### src/odsc_pkg.sv
package odsc_pkg;

   // Channel and word geometry
   localparam int NUM_CH = 8;
   localparam int CODE_W = 12;
   localparam int WORD_W = 16;
   localparam int CH_W = 3;
   localparam logic [4:0] FRAME_LAST = 5'h0f;

   // Field positions in a serial word
   localparam int TYPE_BIT = 15;
   localparam int ADDR_HI = 14;
   localparam int ADDR_LO = 12;
   localparam int DATA_HI = 11;
   localparam int FUNC_HI = 14;
   localparam int FUNC_LO = 13;
   localparam int RST_CTRL_BIT = 12;
   localparam int SUPPLY_LO = 0;
   localparam int BUF_LO = 2;
   localparam int GAIN_LO = 4;
   localparam int LDMODE_LO = 0;
   localparam int PWRDN_LO = 0;

   // Control functions
   localparam logic [1:0] FN_REFGAIN = 2'h0;
   localparam logic [1:0] FN_LOAD = 2'h1;
   localparam logic [1:0] FN_PWRDN = 2'h2;
   localparam logic [1:0] FN_RESET = 2'h3;

   typedef enum logic [1:0] {
      ODSC_LD_CONT = 2'b00,
      ODSC_LD_LATCH = 2'b01,
      ODSC_LD_SINGLE = 2'b10,
      ODSC_LD_RSVD = 2'b11
   } odsc_ldmode_t;

   typedef enum logic [1:0] {
      ODSC_FS_IDLE = 2'b00,
      ODSC_FS_SHIFT = 2'b01,
      ODSC_FS_FULL = 2'b10
   } odsc_frame_t;

   // Wake-up delay after leaving power-down, least time rounded up
   localparam int CLK_NS = 20;
   localparam int WAKE_NS = 2500;
   localparam int WAKE_CYC = (WAKE_NS + CLK_NS - 1) / CLK_NS;
   localparam int WAKE_W = 8;
   localparam logic [WAKE_W-1:0] WAKE_CNT = WAKE_W'(WAKE_CYC);

   // Register map, byte addresses
   localparam int ADDR_W = 8;
   localparam logic [7:0] REG_STATUS = 8'h00;
   localparam logic [7:0] REG_CMD = 8'h04;
   localparam logic [7:0] REG_FRAMES = 8'h08;
   localparam logic [2:0] REG_INPUT_PAGE = 3'h1;
   localparam logic [2:0] REG_DAC_PAGE = 3'h2;

   // Status register fields
   localparam int ST_SUPPLY_LO = 0;
   localparam int ST_BUF_LO = 2;
   localparam int ST_GAIN_LO = 4;
   localparam int ST_LDMODE_LO = 6;
   localparam int ST_PWRDN_LO = 8;
   localparam int ST_OUTEN_LO = 16;

   localparam logic [1:0] RESP_OKAY = 2'h0;
   localparam logic [1:0] RESP_SLVERR = 2'h2;

endpackage

### src/odsc_top.sv
`timescale 1ns/100ps
`default_nettype none

// Function
// Shift one data bit per serial clock falling edge, sixteen edges per frame.
// Serial clock and data count only while frame select is low.
// Host raises frame select only after the sixteenth falling edge.
// A complete frame loads the addressed input register or runs its control function.
// Frame select rising early discards the word; no register changes.
// Words arrive MSB first; bit 15 picks data write or control.
// Bits 14..12 address channels A through H in ascending binary.
// Data starts at bit 11; narrower variants ignore their low bits.
// Host sends zeros in data bits the fitted variant ignores.
// Channel codes are straight binary, zero to full scale.
// Control bits 14..13 pick reference/gain, load mode, power-down or reset.
// Bits 2 and 3 select buffered reference for quads A-D and E-H.
// Bits 4 and 5 select doubled gain for quads A-D and E-H.
// Bits 0 and 1 select supply as reference for each quad.
// Supply reference forces unbuffered and unity gain for that quad.
// After reset: all channels on, unbuffered, unity gain, latched load mode.
// After reset all input and output codes are zero until written.
// Powered-down channels keep codes and still accept new data.
// A powered-down channel's output is disabled (high impedance).
// Leaving power-down, output re-enables after the wake-up delay.
// Load mode bits 1..0: continuous, latched, single transfer, reserved.
// Power-down word bits 7..0 power down channels H..A when set.
// Reset word clears codes; bit 12 set also restores control defaults.
// Undefined control bits have no effect.
module odsc_top #(
   parameter int RES_BITS = 12
) (
   // Clock and reset
   input wire logic aclk,
   input wire logic aresetn,
   // Serial link pins, asynchronous to aclk
   input wire logic sclk,
   input wire logic sync_n,
   input wire logic din,
   input wire logic load_outputs_n,
   // Converter control outputs
   output var logic [odsc_pkg::NUM_CH*odsc_pkg::CODE_W-1:0] dac_code,
   output var logic [odsc_pkg::NUM_CH-1:0] out_enable,
   output var logic [1:0] ref_buffered,
   output var logic [1:0] gain_double,
   output var logic [1:0] ref_supply,
   // AXI4-Lite write address
   input wire logic [odsc_pkg::ADDR_W-1:0] s_axi_awaddr,
   input wire logic s_axi_awvalid,
   output var logic s_axi_awready,
   // AXI4-Lite write data
   input wire logic [31:0] s_axi_wdata,
   input wire logic [3:0] s_axi_wstrb,
   input wire logic s_axi_wvalid,
   output var logic s_axi_wready,
   // AXI4-Lite write response
   output var logic [1:0] s_axi_bresp,
   output var logic s_axi_bvalid,
   input wire logic s_axi_bready,
   // AXI4-Lite read address
   input wire logic [odsc_pkg::ADDR_W-1:0] s_axi_araddr,
   input wire logic s_axi_arvalid,
   output var logic s_axi_arready,
   // AXI4-Lite read data
   output var logic [31:0] s_axi_rdata,
   output var logic [1:0] s_axi_rresp,
   output var logic s_axi_rvalid,
   input wire logic s_axi_rready
);
   localparam int NCH = odsc_pkg::NUM_CH;
   localparam int CW = odsc_pkg::CODE_W;
   // Low bits beyond the fitted resolution are dropped
   localparam logic [CW-1:0] DATA_MASK = CW'({CW{1'b1}} << (CW - RES_BITS));
   typedef struct packed {
      // Pin synchronisers: _m first stage, _s second, _p history
      logic sclk_m;
      logic sclk_s;
      logic sclk_p;
      logic sync_m;
      logic sync_s;
      logic din_m;
      logic din_s;
      logic ldn_m;
      logic ldn_s;
      // Serial framing
      odsc_pkg::odsc_frame_t frame;
      logic [4:0] bit_cnt;
      logic [odsc_pkg::WORD_W-1:0] shreg;
      // Channel codes
      logic [NCH-1:0][CW-1:0] in_reg;
      logic [NCH-1:0][CW-1:0] dac_reg;
      logic [NCH-1:0] dirty;
      // Control settings
      logic [1:0] supply_sel;
      logic [1:0] buf_sel;
      logic [1:0] gain_sel;
      odsc_pkg::odsc_ldmode_t ldmode;
      logic xfer_once;
      logic [NCH-1:0] pwrdn;
      logic [NCH-1:0][odsc_pkg::WAKE_W-1:0] wake;
      logic [NCH-1:0] out_en;
      logic [1:0] obuf;
      logic [1:0] ogain;
      // Bookkeeping
      logic [odsc_pkg::WORD_W-1:0] last_word;
      logic [15:0] good_cnt;
      logic [15:0] abort_cnt;
      logic [odsc_pkg::WORD_W-1:0] sw_word;
      logic sw_pend;
      // Bus slave
      logic awready;
      logic wready;
      logic aw_held;
      logic w_held;
      logic [odsc_pkg::ADDR_W-1:0] aw_addr;
      logic [31:0] wdata;
      logic [3:0] wstrb;
      logic bvalid;
      logic [1:0] bresp;
      logic arready;
      logic rvalid;
      logic [31:0] rdata;
      logic [1:0] rresp;
   } odsc_state_t;
   odsc_state_t st_r;
   odsc_state_t st_nxt;
   // Runs one complete 16-bit word against the state
   function automatic odsc_state_t exec_word(input odsc_state_t s, input logic [15:0] w);
      odsc_state_t r;
      logic [odsc_pkg::CH_W-1:0] ch;
      r = s;
      ch = w[odsc_pkg::ADDR_HI:odsc_pkg::ADDR_LO];
      if (!w[odsc_pkg::TYPE_BIT]) begin
         r.in_reg[ch] = w[odsc_pkg::DATA_HI -: CW] & DATA_MASK;
         r.dirty[ch] = 1'b1;
      end else begin
         case (w[odsc_pkg::FUNC_HI:odsc_pkg::FUNC_LO])
            odsc_pkg::FN_REFGAIN: begin
               r.supply_sel = w[odsc_pkg::SUPPLY_LO +: 2];
               r.buf_sel = w[odsc_pkg::BUF_LO +: 2];
               r.gain_sel = w[odsc_pkg::GAIN_LO +: 2];
            end
            odsc_pkg::FN_LOAD: begin
               // Reserved code leaves the mode as it was
               if (w[odsc_pkg::LDMODE_LO +: 2] != odsc_pkg::ODSC_LD_RSVD) begin
                  r.ldmode = odsc_pkg::odsc_ldmode_t'(w[odsc_pkg::LDMODE_LO +: 2]);
                  r.xfer_once = (w[odsc_pkg::LDMODE_LO +: 2] == odsc_pkg::ODSC_LD_SINGLE);
               end
            end
            odsc_pkg::FN_PWRDN: begin
               r.pwrdn = w[odsc_pkg::PWRDN_LO +: NCH];
            end
            odsc_pkg::FN_RESET: begin
               r.in_reg = '0;
               r.dac_reg = '0;
               r.dirty = '0;
               if (w[odsc_pkg::RST_CTRL_BIT]) begin
                  r.supply_sel = 2'h0;
                  r.buf_sel = 2'h0;
                  r.gain_sel = 2'h0;
                  r.ldmode = odsc_pkg::ODSC_LD_LATCH;
                  r.xfer_once = 1'b0;
                  r.pwrdn = '0;
               end
            end
            default: begin
            end
         endcase
         // Other bit positions are never looked at
      end
      r.last_word = w;
      return r;
   endfunction
   // Read mux; unmapped offsets answer SLVERR with zero data
   function automatic logic [33:0] read_reg(input odsc_state_t s, input logic [7:0] a);
      logic [31:0] d;
      logic [1:0] resp;
      d = 32'h0000_0000;
      resp = odsc_pkg::RESP_OKAY;
      if (a == odsc_pkg::REG_STATUS) begin
         d[odsc_pkg::ST_SUPPLY_LO +: 2] = s.supply_sel;
         d[odsc_pkg::ST_BUF_LO +: 2] = s.buf_sel;
         d[odsc_pkg::ST_GAIN_LO +: 2] = s.gain_sel;
         d[odsc_pkg::ST_LDMODE_LO +: 2] = s.ldmode;
         d[odsc_pkg::ST_PWRDN_LO +: NCH] = s.pwrdn;
         d[odsc_pkg::ST_OUTEN_LO +: NCH] = s.out_en;
      end else if (a == odsc_pkg::REG_CMD) begin
         d[15:0] = s.last_word;
      end else if (a == odsc_pkg::REG_FRAMES) begin
         d = {s.abort_cnt, s.good_cnt};
      end else if (a[7:5] == odsc_pkg::REG_INPUT_PAGE && a[1:0] == 2'h0) begin
         d[CW-1:0] = s.in_reg[a[4:2]];
      end else if (a[7:5] == odsc_pkg::REG_DAC_PAGE && a[1:0] == 2'h0) begin
         d[CW-1:0] = s.dac_reg[a[4:2]];
      end else begin
         resp = odsc_pkg::RESP_SLVERR;
      end
      return {resp, d};
   endfunction
   always_comb begin
      odsc_state_t n;
      logic sclk_fall;
      logic word_done;
      logic xfer;
      logic [33:0] rd;
      n = st_r;
      word_done = 1'b0;
      rd = 34'h0_0000_0000;
      xfer = 1'b0;
      sclk_fall = st_r.sclk_p & ~st_r.sclk_s;
      // Two flops on every pin before any logic
      n.sclk_m = sclk;
      n.sclk_s = st_r.sclk_m;
      n.sclk_p = st_r.sclk_s;
      n.sync_m = sync_n;
      n.sync_s = st_r.sync_m;
      n.din_m = din;
      n.din_s = st_r.din_m;
      n.ldn_m = load_outputs_n;
      n.ldn_s = st_r.ldn_m;
      // Bus write channels, taken in either order
      if (s_axi_awvalid && st_r.awready) begin
         n.awready = 1'b0;
         n.aw_held = 1'b1;
         n.aw_addr = s_axi_awaddr;
      end
      if (s_axi_wvalid && st_r.wready) begin
         n.wready = 1'b0;
         n.w_held = 1'b1;
         n.wdata = s_axi_wdata;
         n.wstrb = s_axi_wstrb;
      end
      if (st_r.aw_held && st_r.w_held && !st_r.bvalid) begin
         n.aw_held = 1'b0;
         n.w_held = 1'b0;
         n.bvalid = 1'b1;
         n.bresp = odsc_pkg::RESP_OKAY;
         if (st_r.aw_addr == odsc_pkg::REG_CMD && st_r.wstrb[1:0] == 2'h3) begin
            n.sw_word = st_r.wdata[15:0];
            n.sw_pend = 1'b1;
         end else if (st_r.aw_addr == odsc_pkg::REG_FRAMES) begin
            // Cleared before this cycle's frame event is counted
            n.good_cnt = 16'h0000;
            n.abort_cnt = 16'h0000;
         end else begin
            n.bresp = odsc_pkg::RESP_SLVERR;
         end
      end
      if (st_r.bvalid && s_axi_bready) begin
         n.bvalid = 1'b0;
         n.awready = 1'b1;
         n.wready = 1'b1;
      end
      // Bus read
      if (s_axi_arvalid && st_r.arready) begin
         rd = read_reg(st_r, s_axi_araddr);
         n.arready = 1'b0;
         n.rvalid = 1'b1;
         n.rdata = rd[31:0];
         n.rresp = rd[33:32];
      end
      if (st_r.rvalid && s_axi_rready) begin
         n.rvalid = 1'b0;
         n.arready = 1'b1;
      end
      // Serial framing
      case (st_r.frame)
         odsc_pkg::ODSC_FS_IDLE: begin
            if (!st_r.sync_s) begin
               n.frame = odsc_pkg::ODSC_FS_SHIFT;
               n.bit_cnt = 5'h00;
            end
         end
         odsc_pkg::ODSC_FS_SHIFT: begin
            if (st_r.sync_s) begin
               // Partial word dropped; only the abort count is bumped
               n.frame = odsc_pkg::ODSC_FS_IDLE;
               n.abort_cnt = n.abort_cnt + 16'h0001;
            end else if (sclk_fall) begin
               n.shreg = {st_r.shreg[odsc_pkg::WORD_W-2:0], st_r.din_s};
               n.bit_cnt = st_r.bit_cnt + 5'h01;
               if (st_r.bit_cnt == odsc_pkg::FRAME_LAST) begin
                  n.frame = odsc_pkg::ODSC_FS_FULL;
               end
            end
         end
         odsc_pkg::ODSC_FS_FULL: begin
            // Extra clock edges after the sixteenth are ignored
            if (st_r.sync_s) begin
               n.frame = odsc_pkg::ODSC_FS_IDLE;
               word_done = 1'b1;
               n.good_cnt = n.good_cnt + 16'h0001;
            end
         end
         default: begin
            n.frame = odsc_pkg::ODSC_FS_IDLE;
         end
      endcase
      // Serial word wins; a bus command waits one cycle behind it
      if (word_done) begin
         n = exec_word(n, st_r.shreg);
      end else if (st_r.sw_pend) begin
         n = exec_word(n, st_r.sw_word);
         n.sw_pend = 1'b0;
      end
      // Output-code transfer; only channels written since the last one
      xfer = (n.ldmode == odsc_pkg::ODSC_LD_CONT) || !st_r.ldn_s || n.xfer_once;
      if (xfer) begin
         for (int i = 0; i < NCH; i++) begin
            if (n.dirty[i]) begin
               n.dac_reg[i] = n.in_reg[i];
               n.dirty[i] = 1'b0;
            end
         end
         n.xfer_once = 1'b0;
      end
      // Output enable with wake-up delay
      for (int i = 0; i < NCH; i++) begin
         if (n.pwrdn[i]) begin
            n.out_en[i] = 1'b0;
            n.wake[i] = odsc_pkg::WAKE_CNT;
         end else if (st_r.wake[i] != '0) begin
            n.wake[i] = st_r.wake[i] - odsc_pkg::WAKE_W'(1);
            n.out_en[i] = (st_r.wake[i] == odsc_pkg::WAKE_W'(1));
         end else begin
            n.out_en[i] = 1'b1;
         end
      end
      // Supply reference overrides buffer and gain
      n.obuf = n.buf_sel & ~n.supply_sel;
      n.ogain = n.gain_sel & ~n.supply_sel;
      st_nxt = n;
   end
   always_ff @(posedge aclk) begin
      if (!aresetn) begin
         st_r <= '0;
         st_r.sync_m <= 1'b1;
         st_r.sync_s <= 1'b1;
         st_r.ldn_m <= 1'b1;
         st_r.ldn_s <= 1'b1;
         st_r.frame <= odsc_pkg::ODSC_FS_IDLE;
         st_r.ldmode <= odsc_pkg::ODSC_LD_LATCH;
         st_r.out_en <= {NCH{1'b1}};
         st_r.awready <= 1'b1;
         st_r.wready <= 1'b1;
         st_r.arready <= 1'b1;
      end else begin
         st_r <= st_nxt;
      end
   end
   assign dac_code = st_r.dac_reg;
   assign out_enable = st_r.out_en;
   assign ref_buffered = st_r.obuf;
   assign gain_double = st_r.ogain;
   assign ref_supply = st_r.supply_sel;
   assign s_axi_awready = st_r.awready;
   assign s_axi_wready = st_r.wready;
   assign s_axi_bvalid = st_r.bvalid;
   assign s_axi_bresp = st_r.bresp;
   assign s_axi_arready = st_r.arready;
   assign s_axi_rvalid = st_r.rvalid;
   assign s_axi_rdata = st_r.rdata;
   assign s_axi_rresp = st_r.rresp;
endmodule

`default_nettype wire

### config.mk
export PLATFORM = sky130hd
export DESIGN_NAME = odsc_top
export DESIGN_NICKNAME = d
export VERILOG_FILES = /design/src/odsc_pkg.sv /design/src/odsc_top.sv
export SDC_FILE = /design/constraint.sdc
export NUM_CORES = 1
export LEC_CHECK = 0
export BUFFER_PORTS_ARGS = -buffer_cell sky130_fd_sc_hd__buf_2
export CORE_MARGIN = 5
export CORE_UTILIZATION = 46
export CTS_BUF_LIST = sky130_fd_sc_hd__clkbuf_8
export DETAILED_ROUTE_END_ITERATION = 8
export GPL_ROUTABILITY_DRIVEN = 0
export PLACE_DENSITY = 0.7
export SETUP_SLACK_MARGIN = 0.2
export SYNTH_ARGS = -nofsm -noshare
export SYNTH_HDL_FRONTEND = slang
export SYNTH_SLANG_ARGS = --single-unit
export TNS_END_PERCENT = 50
### constraint.sdc
create_clock -name aclk -period 2.9 [get_ports aclk]
set_input_delay 0.145 -clock aclk [delete_from_list [all_inputs] [get_ports aclk]]
set_output_delay 0.145 -clock aclk [all_outputs]
set_load 0.005 [all_outputs]
==> results.cfg <==
[sta]
min_period_ns = 2.57
drv_slew = 0
relSlewSlack_pct = 36.7
rsz0062_at_grt = yes
fin_crit_sh_pct = 88.7
worstMarginPinSlew_ns = 0.948
hold_viol = 0
max_clock_freq_mhz = 389
finalClockSkew_ns = 0.0542
setup_viol = 0

[worst_setup_path]
cp_top_family = simple AND/OR/NAND/NOR gates
endpoint_kind = register
critPathMaxFanout = 12
crit_chain = buf_4, nand3b_1, nor3b_1, a21oi_1, o22ai_1, a21oi_4, buf_12, a32o_1
cp-start-kind = register
slowest_delay_ns = 0.67
crit_required_ns = 3.43
cp.buffers_inverters = 2
arrival_ns = 3.11
critical_path_class = reg2reg
crit_slowest_cell = nor3b_1

[global_route]
antenna_found_initial = 2
grt_pass1_wl_um = 110000
grt_use_met3_pct = 6.05
grt_max_degree = 74
grt_pass1_vias = 19000
busiest_layer = met2
overflow = 0
grt_util_all_layers_pct = 25.9
grt_util_met1_pct = 32.5
grt_use_met2_pct = 40.8

[placed_design]
place_area_sq_mm = 0.0232
io_buffer_count = 193
place_inst = 2970
dp_hpwl_um = 49100

[floorplanning]
dieWidth_um = 232
chipHeight_um = 232
initial_core_util_pct = 46.5
core_area_sq_mm = 0.0488
ios = 214
die_area_sq_mm = 0.0539
rows = 81

[yosys]
synth_edf_count = 0
synth_seq_cells = 457
ys_warn_count = 0
ys_seq_area_share_pct = 40.3
synth_cell_types = 67
netlist_instances = 2379
synthArstFlopShare_pct = 0
syn_area_per_cell_sq_um = 9.54
synth_area_sq_mm = 0.0227
ys.flop_type = dfxtp_1

[cts]
cts_root_buf = clkbuf_8
clockBufferDepth = 3
clock_latency_ns = 0.67
h-tree-depth = 3
clock_sinks = 457
cts.clk_slew.worst_paths_ns = 0.06
numCtsBuffers = 79
cts_tree = built

[finish]
syn_to_final_growth_pct = 12.2
final_common_cell = dfxtp_1
final_cell_mix = 455 x dfxtp_1, 210 x mux2i_1, 201 x nand2_1, 191 x buf_2, 162 x a21oi_1
stdcell_count = 3158
drive_gt1_share_pct = 21.3
nFillCells = 4427
fin_nets = 2521
postLayoutCellArea_sq_mm = 0.0255

[detailed_routing]
ant_nets = 0
drt_iter0_markers = 2145
viasPerCell = 6.13
drc = 0
wl_per_cell_um = 23.0
vias = 19400
routed_wl_um = 72500
dr.pass1.iters = 6

[pwr]
irDropWorstVdd_v = 0.000432
p_leak_nw = 10.4
power_density_mw_per_mm2 = 656

[hold_path]
hold_class = in2reg

[run_status]
outcome = finished, final reports clean

[job]
maxCapViolCount = 0
[per-stage QoR]
stage / hold WS, ns / total power [mW] / setup slack (ns) / utilization, % / TNS [ns]
6_report: 0.0986 / 16.7 / 0.327 / 52.2 / 0
5_1_grt: 0.130 / 17.6 / 0.124 / 52.1 / 0
4_1_cts: 0.0514 / 16.8 / 0.157 / 51.8 / 0
3_5_place_dp: 0.340 / 10.3 / -0.0711 / 47.5 / -0.631
3_3_place_gp: 0.344 / 10.1 / 0.112 / 47.5 / 0
2_1_floorplan: 0.245 / 9.66 / 0.549 / - / 0
[registers in the layout, indices dropped and copies added (netlist names)]
name           cells
dac_code          96
s_axi_bresp        1
s_axi_bvalid       1
s_axi_rvalid       1
s_axi_arready      1
out_enable         8
s_axi_rresp        1
s_axi_rdata       32
st_r             308
ref_buffered       2
s_axi_wready       1
gain_double        2
s_axi_awready      1
ref_supply         2
[routing by layer]
layer  vias to the layer above  routed length (um)
met1                      9378               28300
met5                         -                   0
li1                       8692                   -
met2                      1057               32600
met4                         0                4900
met3                       245                6660
[what timing repair did]
item | 4_1_cts | 5_1_grt
resized for setup | 1 | 12
setup buffers | 0 | 5
endpoints found under the hold margin | 46 | 0
pin swaps | 0 | 6
setup endpoints to repair | 24 | 122
hold buffers | 38 | 0
[worst min-delay path, cell delays in order]
cell,delay [ns]
buf_2,0.12
nand2_1,0.20
a221oi_1,0.08
a21oi_1,0.16
[cell usage after synthesis (15+ instances only)]
master / instances / area share, %
buf_2: 68 / 1.5
xor2_1: 25 / 0.96
buf_4: 150 / 5.0
nand3_1: 42 / 0.93
xnor2_1: 22 / 0.85
clkbuf_1: 111 / 1.8
mux2_2: 44 / 2.2
nor3_1: 50 / 1.1
dfxtp_1: 457 / 40
inv_1: 29 / 0.48
buf_1: 16 / 0.26
nor2_1: 122 / 2.0
a221oi_1: 16 / 0.62
o22ai_1: 78 / 2.1
and3_1: 27 / 0.74
a22oi_1: 15 / 0.50
o21ai_0: 24 / 0.53
a211oi_1: 26 / 0.86
a21oi_1: 163 / 3.6
a31oi_1: 21 / 0.58
mux2i_1: 210 / 9.3
ha_1: 28 / 1.5
mux4_2: 48 / 4.8
nand2_1: 203 / 3.4
o221ai_1: 36 / 1.4
and2_1: 93 / 2.6
a32o_1: 97 / 4.3
[logic make-up after synthesis]
kind of cell | synth area share, %
buf+inv | 9.34
xor+xnor | 1.81
other cells | 0.0165
compound gates | 16.9
fa+ha+maj | 1.54
mux | 16.2
simple gates | 13.9
flops | 40.3
[report_power, final]
group	internal [mW]	total [mW]	switching [mW]	leakage, nW
Combinational	1.37	3.05	1.68	5.76
Clock	3.70	6.47	2.78	0.967
Sequential	6.76	7.18	0.425	3.71
[cell type report]
class / instances / area [sq um] / area share [%]
multi-input combinational: 1544 / 11500 / 45.1
timing repair buffer: 319 / 2130 / 8.37
inverter: 29 / 114 / 0.447
tap: 664 / 831 / 3.26
clock inverter: 44 / 402 / 1.58
antenna: 3 / 7.51 / 0.0295
clock buffer: 98 / 1350 / 5.29
sequential: 457 / 9150 / 35.9
[final timing paths]
| kind | startpoint | to | slack (ns) | depth (start not counted) |
|---|---|---|---|---|
| setup / recovery | st_r[460]$_SDFFE_PN0P_ | dac_code[47]$_SDFF_PN0_ | 0.33 | 8 |
| hold / removal | s_axi_arvalid | s_axi_rdata[14]$_SDFFE_PN0P_ | 0.1 | 4 |
| setup reg to reg | st_r[460]$_SDFFE_PN0P_ | dac_code[47]$_SDFF_PN0_ | 0.33 | 8 |
| hold reg to reg | st_r[473]$_SDFF_PN1_ | st_r[472]$_SDFF_PN1_ | 0.40 | 1 |
No activity file was read; power rests on OpenSTA's default activity.
